<file path="src/shared/osc_tc_pkg.sv">
// constants for the oscillator power telecommand decoder
package osc_tc_pkg;

	// packet layout, byte indices from the first header byte
	localparam logic [3:0]  hdr_bytes     = 4'ha;
	localparam logic [3:0]  subtype_idx   = 4'h8;
	localparam logic [3:0]  data_hi_idx   = 4'ha;
	localparam logic [3:0]  data_lo_idx   = 4'hb;
	localparam logic [3:0]  pec_hi_idx    = 4'hc;
	localparam logic [3:0]  last_idx      = 4'hd;
	localparam logic [3:0]  idx_max       = 4'hf;

	// expected header bytes 9..0, byte 0 lowest
	// b0 ver/type/dfh/apid hi, b1 apid lo/category, b2 seq flags/ground bits,
	// b3 seq count low, b4-b5 length, b6 service ver/checksum flag/ack,
	// b7 packet type, b8 subtype (checked apart), b9 pad
	localparam logic [79:0] hdr_expect    = {8'h00, 8'h0b, 8'hc0, 8'h11, 8'h07,
	                                         8'h00, 8'h00, 8'hc0, 8'h7c, 8'h1c};
	localparam logic [79:0] hdr_mask      = {8'hff, 8'h00, 8'hff, 8'hff, 8'hff,
	                                         8'hff, 8'h00, 8'hf8, 8'hff, 8'hff};
	localparam logic [7:0]  subtype_osc   = 8'h0b;

	// packet error control
	localparam logic [15:0] crc_init      = 16'hffff;
	localparam logic [15:0] crc_poly      = 16'h1021;

	// register byte offsets
	localparam logic [7:0]  hk_off        = 8'h00;
	localparam logic [7:0]  cfg_off       = 8'h04;
	localparam logic [7:0]  stat_off      = 8'h08;
	localparam logic [7:0]  ctrl_off      = 8'h64;

	// field positions and reset values
	localparam int          osc_ctrl_bit  = 13;
	localparam int          osc_hk_bit    = 10;
	localparam logic [31:0] ctrl_reset    = 32'h0000_0000;
	localparam logic        enable_reset  = 1'b1;

endpackage : osc_tc_pkg

</file>
<file path="src/hdl/tc_crc16.sv">
// byte-wide crc-16 engine for the packet error control field
`timescale 1ns/1ps
module tc_crc16 #(
	parameter logic [15:0] POLY = osc_tc_pkg::crc_poly,
	parameter logic [15:0] INIT = osc_tc_pkg::crc_init
) (
	input  wire logic        clock,
	input  wire logic        nrst,
	input  wire logic        clear,
	input  wire logic        enable,
	input  wire logic [7:0]  data,
	output logic      [15:0] crc
);

	logic [15:0] crc_reg;
	logic [15:0] base;
	logic [15:0] stepped;

	// msb-first, no reflection, no final xor
	function automatic logic [15:0] crc_step(input logic [15:0] c, input logic [7:0] d);
		logic [15:0] r;
		r = c ^ {d, 8'h00};
		for (int i = 0; i < 8; i++) begin
			r = r[15] ? ({r[14:0], 1'b0} ^ POLY) : {r[14:0], 1'b0};
		end
		return r;
	endfunction : crc_step

	assign base    = clear ? INIT : crc_reg;
	assign stepped = crc_step(base, data);
	assign crc     = crc_reg;

	always_ff @(posedge clock or negedge nrst) begin
		if (!nrst) begin
			crc_reg <= INIT;
		end else if (enable) begin
			crc_reg <= stepped;
		end else if (clear) begin
			crc_reg <= INIT;
		end
	end

endmodule : tc_crc16

</file>
<file path="src/hdl/osc_power_telecommand_decoder.sv">
// oscillator power telecommand decoder with avalon-mm register slave
//
// Overview of operation
// - packet length field must read seven: data bytes plus five.
// - process id must be 1000111 and category 1100.
// - service version field must be 000, a ground-sourced telecommand.
// - acknowledge field must be 0001, acceptance acknowledgement only.
// - packet type must be 11000000, the private telecommand code.
// - oscillator power command selected only for subtype 00001011.
// - 16-bit application data is the state: 0 off, 1 on.
// - accepted command applied to hardware at once, nothing deferred.
// - requested value written to bit 13 of control register 100, others kept.
// - housekeeping word bit 10 mirrors the oscillator control bit.
// - power-on and patch restart both clear the oscillator bit.
`timescale 1ns/1ps
module osc_power_telecommand_decoder #(
	parameter int CNT_W = 8
) (
	input  wire logic        clock,
	input  wire logic        nrst,
	input  wire logic        soft_restart,
	input  wire logic        tc_valid,
	input  wire logic        tc_first,
	input  wire logic        tc_last,
	input  wire logic [7:0]  tc_data,
	input  wire logic [7:0]  avs_address,
	input  wire logic        avs_read,
	input  wire logic        avs_write,
	input  wire logic [31:0] avs_writedata,
	input  wire logic [3:0]  avs_byteenable,
	output logic      [31:0] avs_readdata,
	output logic             avs_waitrequest,
	output logic      [31:0] control_register_addr100,
	output logic             reference_oscillator_on,
	output logic      [15:0] housekeeping_status_word
);

	typedef enum logic [1:0] {st_idle, st_recv} rx_state_t;

	if (CNT_W < 1 || CNT_W > 10) begin : g_bad_cnt_w
		$error("CNT_W must lie in 1..10");
	end

	rx_state_t        state_reg;
	rx_state_t        state_next;
	logic [3:0]       idx_reg;
	logic             bad_reg;
	logic             sub_ok_reg;
	logic [15:0]      data_reg;
	logic [7:0]       pec_hi_reg;
	logic [31:0]      ctrl_reg;
	logic [31:0]      ctrl_next;
	logic             enable_reg;
	logic [CNT_W-1:0] acc_cnt_reg;
	logic [CNT_W-1:0] rej_cnt_reg;
	logic [CNT_W-1:0] ign_cnt_reg;
	logic             ack_reg;
	logic [31:0]      rdata_reg;

	logic [3:0]       cur_idx;
	logic [3:0]       hdr_idx;
	logic             byte_take;
	logic             in_hdr;
	logic [7:0]       exp_byte;
	logic [7:0]       mask_byte;
	logic             hdr_bad;
	logic             len_bad;
	logic             byte_bad;
	logic             bad_cur;
	logic             crc_en;
	logic             crc_clr;
	logic [15:0]      crc_val;
	logic             pkt_end;
	logic             pec_ok;
	logic             data_ok;
	logic             pkt_good;
	logic             accept;
	logic             ignored;
	logic             abandon;
	logic             reject;
	logic [3:0]       idx_next;

	// packet byte stream
	assign cur_idx   = tc_first ? 4'h0 : idx_reg;
	assign byte_take = tc_valid & enable_reg & (tc_first | (state_reg == st_recv));
	assign in_hdr    = cur_idx < osc_tc_pkg::hdr_bytes;
	assign hdr_idx   = in_hdr ? cur_idx : 4'h0;
	assign exp_byte  = osc_tc_pkg::hdr_expect[hdr_idx*8 +: 8];
	assign mask_byte = osc_tc_pkg::hdr_mask[hdr_idx*8 +: 8];
	assign hdr_bad   = in_hdr & (((tc_data ^ exp_byte) & mask_byte) != 8'h00);
	assign len_bad   = (cur_idx > osc_tc_pkg::last_idx)
	                 | (tc_last & (cur_idx != osc_tc_pkg::last_idx));
	assign byte_bad  = hdr_bad | len_bad;
	assign bad_cur   = tc_first ? 1'b0 : bad_reg;
	assign idx_next  = (cur_idx == osc_tc_pkg::idx_max) ? cur_idx : cur_idx + 4'h1;

	// checksum runs over every byte before the error control field
	assign crc_clr   = byte_take & tc_first;
	assign crc_en    = byte_take & (cur_idx < osc_tc_pkg::pec_hi_idx);

	tc_crc16 #(
		.POLY   (osc_tc_pkg::crc_poly),
		.INIT   (osc_tc_pkg::crc_init)
	) u_crc (
		.clock  (clock),
		.nrst   (nrst),
		.clear  (crc_clr),
		.enable (crc_en),
		.data   (tc_data),
		.crc    (crc_val)
	);

	// verdict on the closing byte
	assign pkt_end   = byte_take & tc_last;
	assign pec_ok    = {pec_hi_reg, tc_data} == crc_val;
	assign data_ok   = data_reg[15:1] == 15'h0000;
	assign pkt_good  = pkt_end & ~bad_cur & ~byte_bad & pec_ok & data_ok;
	assign accept    = pkt_good & sub_ok_reg;
	assign ignored   = pkt_good & ~sub_ok_reg;
	assign abandon   = byte_take & tc_first & (state_reg == st_recv);
	assign reject    = (pkt_end & ~pkt_good) | abandon;

	always_comb begin
		state_next = state_reg;
		case (state_reg)
			st_idle: begin
				if (byte_take && tc_first && !tc_last) begin
					state_next = st_recv;
				end
			end
			st_recv: begin
				if (pkt_end) begin
					state_next = st_idle;
				end
			end
			default: begin
				state_next = st_idle;
			end
		endcase
		if (soft_restart || !enable_reg) begin
			state_next = st_idle;
		end
	end

	always_ff @(posedge clock or negedge nrst) begin
		if (!nrst) begin
			state_reg <= st_idle;
		end else begin
			state_reg <= state_next;
		end
	end

	always_ff @(posedge clock or negedge nrst) begin
		if (!nrst) begin
			idx_reg    <= 4'h0;
			bad_reg    <= 1'b0;
			sub_ok_reg <= 1'b0;
			data_reg   <= 16'h0000;
			pec_hi_reg <= 8'h00;
		end else if (byte_take) begin
			idx_reg <= idx_next;
			bad_reg <= bad_cur | byte_bad;
			if (tc_first) begin
				sub_ok_reg <= 1'b0;
			end
			if (cur_idx == osc_tc_pkg::subtype_idx) begin
				sub_ok_reg <= tc_data == osc_tc_pkg::subtype_osc;
			end
			if (cur_idx == osc_tc_pkg::data_hi_idx) begin
				data_reg[15:8] <= tc_data;
			end
			if (cur_idx == osc_tc_pkg::data_lo_idx) begin
				data_reg[7:0] <= tc_data;
			end
			if (cur_idx == osc_tc_pkg::pec_hi_idx) begin
				pec_hi_reg <= tc_data;
			end
		end
	end

	// register slave, one wait state per access
	logic        bus_req;
	logic        bus_wr;
	logic        sel_hk;
	logic        sel_cfg;
	logic        sel_stat;
	logic        sel_ctrl;
	logic [31:0] be_mask;
	logic [31:0] sw_ctrl;
	logic [31:0] stat_word;
	logic [31:0] rd_mux;

	assign bus_req         = avs_read | avs_write;
	assign avs_waitrequest = bus_req & ~ack_reg;
	assign bus_wr          = avs_write & ack_reg;
	assign sel_hk          = avs_address == osc_tc_pkg::hk_off;
	assign sel_cfg         = avs_address == osc_tc_pkg::cfg_off;
	assign sel_stat        = avs_address == osc_tc_pkg::stat_off;
	assign sel_ctrl        = avs_address == osc_tc_pkg::ctrl_off;

	for (genvar i = 0; i < 4; i++) begin : g_lane
		assign be_mask[8*i +: 8] = {8{avs_byteenable[i]}};
	end

	assign sw_ctrl   = (bus_wr & sel_ctrl) ? ((ctrl_reg & ~be_mask) | (avs_writedata & be_mask))
	                                       : ctrl_reg;
	assign stat_word = 32'({ign_cnt_reg, rej_cnt_reg, acc_cnt_reg});
	assign rd_mux    = sel_hk   ? {16'h0000, housekeeping_status_word} :
	                   sel_cfg  ? {31'h0000_0000, enable_reg} :
	                   sel_stat ? stat_word :
	                   sel_ctrl ? ctrl_reg : 32'h0000_0000;

	// command wins over a software write to the oscillator bit, restart wins over both
	always_comb begin
		ctrl_next = sw_ctrl;
		if (accept) begin
			ctrl_next[osc_tc_pkg::osc_ctrl_bit] = data_reg[0];
		end
		if (soft_restart) begin
			ctrl_next[osc_tc_pkg::osc_ctrl_bit] = 1'b0;
		end
	end

	always_ff @(posedge clock or negedge nrst) begin
		if (!nrst) begin
			ctrl_reg   <= osc_tc_pkg::ctrl_reset;
			enable_reg <= osc_tc_pkg::enable_reset;
			ack_reg    <= 1'b0;
			rdata_reg  <= 32'h0000_0000;
		end else begin
			ctrl_reg <= ctrl_next;
			ack_reg  <= bus_req & ~ack_reg;
			if (bus_wr && sel_cfg && avs_byteenable[0]) begin
				enable_reg <= avs_writedata[0];
			end
			if (avs_read && !ack_reg) begin
				rdata_reg <= rd_mux;
			end
		end
	end

	always_ff @(posedge clock or negedge nrst) begin
		if (!nrst) begin
			acc_cnt_reg <= '0;
			rej_cnt_reg <= '0;
			ign_cnt_reg <= '0;
		end else begin
			acc_cnt_reg <= acc_cnt_reg + CNT_W'(accept);
			rej_cnt_reg <= rej_cnt_reg + CNT_W'(reject);
			ign_cnt_reg <= ign_cnt_reg + CNT_W'(ignored);
		end
	end

	assign avs_readdata             = rdata_reg;
	assign control_register_addr100 = ctrl_reg;
	assign reference_oscillator_on  = ctrl_reg[osc_tc_pkg::osc_ctrl_bit];
	assign housekeeping_status_word = 16'({15'h0000, reference_oscillator_on})
	                                  << osc_tc_pkg::osc_hk_bit;
endmodule : osc_power_telecommand_decoder

</file>
<file path="config.mk">
export PLATFORM = sky130hd
export DESIGN_NAME = osc_power_telecommand_decoder
export DESIGN_NICKNAME = d
export VERILOG_FILES = /design/src/shared/osc_tc_pkg.sv /design/src/hdl/tc_crc16.sv /design/src/hdl/osc_power_telecommand_decoder.sv
export SDC_FILE = /design/constraint.sdc
export NUM_CORES = 1
export LEC_CHECK = 0
export ABC_AREA = 1
export BUFFER_PORTS_ARGS = -buffer_cell sky130_fd_sc_hd__buf_2
export CAP_MARGIN = 20
export CORE_ASPECT_RATIO = 1.4
export CORE_MARGIN = 2
export CORE_UTILIZATION = 45
export DETAILED_ROUTE_END_ITERATION = 12
export GPL_ROUTABILITY_DRIVEN = 1
export PLACE_DENSITY = 0.68
export SYNTH_ARGS = -nofsm -noshare
export SYNTH_HDL_FRONTEND = slang
export SYNTH_SLANG_ARGS = --single-unit
</file>
<file path="constraint.sdc">
create_clock -name clock -period 3.9 [get_ports clock]
set_input_delay 0.195 -clock clock [delete_from_list [all_inputs] [get_ports clock]]
set_output_delay 0.195 -clock clock [all_outputs]
set_load 0.01 [all_outputs]
</file>
==> impl_metrics.env <==
export IMPL_status="complete, no violations"
export IMPL_place_congestion=0.910
export IMPL_dr_first_iter_drc_count=453
export IMPL_max_stage_delay_ns=0.44
export IMPL_place_hpwl_mm=12.9
export IMPL_fin_tns_setup_ns=0
export IMPL_p_seq_share_pct=43.5
export IMPL_hold_slack_ns=0.0170
export IMPL_cp_max_fo=7
export IMPL_grt_max_degree=94
export IMPL_cts_tree="yes"
export IMPL_pwr_density_cell_nw_per_um2=417
export IMPL_synthDistinctLibCells=42
export IMPL_htreeDepth=4
export IMPL_syn_area_per_cell_um2=8.57
export IMPL_rows=53
export IMPL_antenna_cells=0
export IMPL_dieArea_um2=16300
export IMPL_finalHoldViolations=0
export IMPL_preCtsSetupSlack_ns=0.632
export IMPL_slew_headroom_pct=44.7
export IMPL_die_height_um=150
export IMPL_path_common_cell="nor2_1"
export IMPL_p_int_mw=2.47
export IMPL_die_x_um=109
export IMPL_start_kind="flip-flop"
export IMPL_dp_cells=1106
export IMPL_r2r_cells=20
export IMPL_core_area_um2=15000
export IMPL_crit_family="simple AND/OR/NAND/NOR gates"
export IMPL_root_buffer="clkbuf_16"
export IMPL_viasPerCell=5.10
export IMPL_comb_power_share_pct=11.4
export IMPL_cts_sinks=137
export IMPL_vias=5816
export IMPL_arrival_ns=3.61
export IMPL_ant_nets=0
export IMPL_synth_warnings=0
export IMPL_io_pins=142
export IMPL_netlist_instances=805
export IMPL_max_cap_violations=0
export IMPL_grt_pass1_vias=5606
export IMPL_synth_seq_cells=137
export IMPL_drc=0
export IMPL_final_nets=1009
export IMPL_grtUsageTotal_pct=22.1
export IMPL_min_period_ns=3.31
export IMPL_grt_pass1_wl_mm=27.8
export IMPL_layout_commonest_cell="nand2_1"
export IMPL_cts_buffers=17
export IMPL_dr_pass1_iters=6
export IMPL_setup_violations=0
export IMPL_required_ns=4.20
export IMPL_fmax_mhz=302
export IMPL_cts_clk_slew_worst_paths_ns=0.07
export IMPL_synthesis_area_um2=6900
export IMPL_wl_per_cell_um=15.2
export IMPL_slew_violations=0
export IMPL_p_sw_share_pct=28.1
export IMPL_syn2layout_area_growth_pct=19.5
export IMPL_routed_wl_mm=17.3
export IMPL_start_util_pct=46.0
export IMPL_rsz0062_at_grt="false"
export IMPL_synthFlopType="dfrtp_1"
export IMPL_hold_class="input port to flip-flop"
export IMPL_cts_max_path_buffers=2
export IMPL_gr_total_overflow=0
export IMPL_worst_pin_slew_ns=0.830
export IMPL_async_flop_share_pct=100
export IMPL_power_switching_mw=0.967
export IMPL_ir_drop_mv=0.250
export IMPL_endpoint_kind="flip-flop"
export IMPL_cp_slowest_cell="dfrtp_1"
export IMPL_crit_buf_inv=1
export IMPL_antenna_found_initial=0
export IMPL_setup_ws_ns=0.589
export IMPL_ys_seq_area_share_pct=50.0
export IMPL_critPathKind="flip-flop to flip-flop"
export IMPL_mostFrequentLayoutCells="nand2_1 (144), buf_2 (125), dfrtp_1 (120)"
export IMPL_leakage_nw=4.43
export IMPL_finalCritPeriodShare_pct=84.9
export IMPL_io_buffers=126
export IMPL_drive_gt1_share_pct=22.0
export IMPL_clock_skew_ns=0.0102
export IMPL_hold_depth=3
export IMPL_crit_chain="nor2_1 > nor2_1 > nor2_1 > inv_1 > ha_1 > nand3b_1 > nand2_1 > nand2_1 > nand3_1 > nand2_1 > nor2_1 > nand2_1 > nand2_2 > nand3_1 > nor2_1 > ha_1 > nand3_1 > nor3_1 > nand3_1 > xor2_1"
export IMPL_cts_resized=0
export IMPL_p_clk_share_pct=45.1
export IMPL_insertion_delay_ns=0.42
export IMPL_cp_depth=20
export IMPL_synth_edf_count=0
export IMPL_finalNonFillerCells=1140
## power by group through the flow
stage / combinational [mW] / sequential [mW] / clock (mW)
floorplan: 0.262 / 1.52 / 0
global placement: 0.389 / 1.52 / 0
detailed placement: 0.390 / 1.52 / 0
CTS: 0.395 / 1.49 / 1.58
global route: 0.447 / 1.50 / 1.64
finish: 0.393 / 1.49 / 1.55
## area by class of cell
type,count,area (um2)
clock buffers,18,439
clock inverters,14,134
fillers,1404,6740
inverters,101,379
multi-input cells,543,2890
flip-flops and latches,137,3450
well taps,192,240
repair buffers,135,709
## stage by stage
stage | utilization [%] | instance area [um2] | power, mW
floorplan | - | 6950 | 1.78
global placement | 51.0 | 7650 | 1.91
detailed placement | 51.0 | 7650 | 1.91
CTS | 55.0 | 8240 | 3.47
global route | 55.0 | 8240 | 3.58
finish | 55.0 | 8240 | 3.44
## metal layers
layer  global-route usage [%]  routed length (um)  vias to the layer above
met3                     4.29                1080                       20
met2                     38.8                8870                      196
met5                        0                   0                        -
met1                     26.5                7020                     2726
met4                     8.65                 320                        0
li1                         -                   -                     2874
## Yosys cell counts, types with 2 or more instances
library cell	instances	area [um2]
nor4_1	8	50.1
nor2_4	2	22.5
a31oi_1	11	68.8
xor2_1	30	263
inv_1	96	360
o22ai_1	3	18.8
o221ai_1	12	105
xor2_2	4	65.1
xnor2_1	7	61.3
or2_2	7	43.8
buf_6	2	22.5
buf_2	5	25.0
ha_1	14	175
dfstp_2	17	447
nand4_1	13	81.3
nand3_1	53	265
a221oi_1	2	17.5
o211ai_1	6	45.0
nand3b_1	3	22.5
nor3_1	12	60.1
nand2_2	5	31.3
a21oi_1	42	210
nor2_1	82	308
nand2_1	144	541
nor2_2	2	12.5
inv_2	4	15.0
dfrtp_1	120	3000
o21ai_0	56	280
buf_4	17	128
clkbuf_1	14	52.6
## tightest hold or removal path, stage by stage
cell	delay, ns
buf_2	0.07
nor2_1	0.03
a21oi_1	0.10
## timing repair
| action | 4_1_cts | 5_1_grt |
|---|---|---|
| hold buffers | 2 | 0 |
| hold endpoints to repair | 89 | 0 |
| endpoints found under the setup margin | 0 | 0 |
| setup buffers | 0 | 0 |
## cell families after synthesis
| family | synth area share (%) |
|---|---|
| other | 0.0544 |
| buffers and inverters | 8.80 |
| adder cells (fa/ha/maj) | 2.54 |
| AND/OR/NAND/NOR | 21.2 |
| flip-flops | 50.0 |
| AO/OA/AOI/OAI | 11.4 |
| multiplexers | 0.308 |
| XOR/XNOR | 5.64 |
## worst paths after layout
check | end | slack (ns) | startpoint
max reg2reg | ign_cnt_reg[7] | 0.59 | idx_reg[2]
max in group asynchronous | u_crc.crc[1] | 2.57 | nrst
min reg2reg | ack_reg | 0.46 | ack_reg
min in group asynchronous | async pin | 0.41 | nrst
max | ign_cnt_reg[7] | 0.59 | idx_reg[2]
min | flip-flop | 0.02 | avs_writedata[21]
Power figures use the tool's default switching activity.
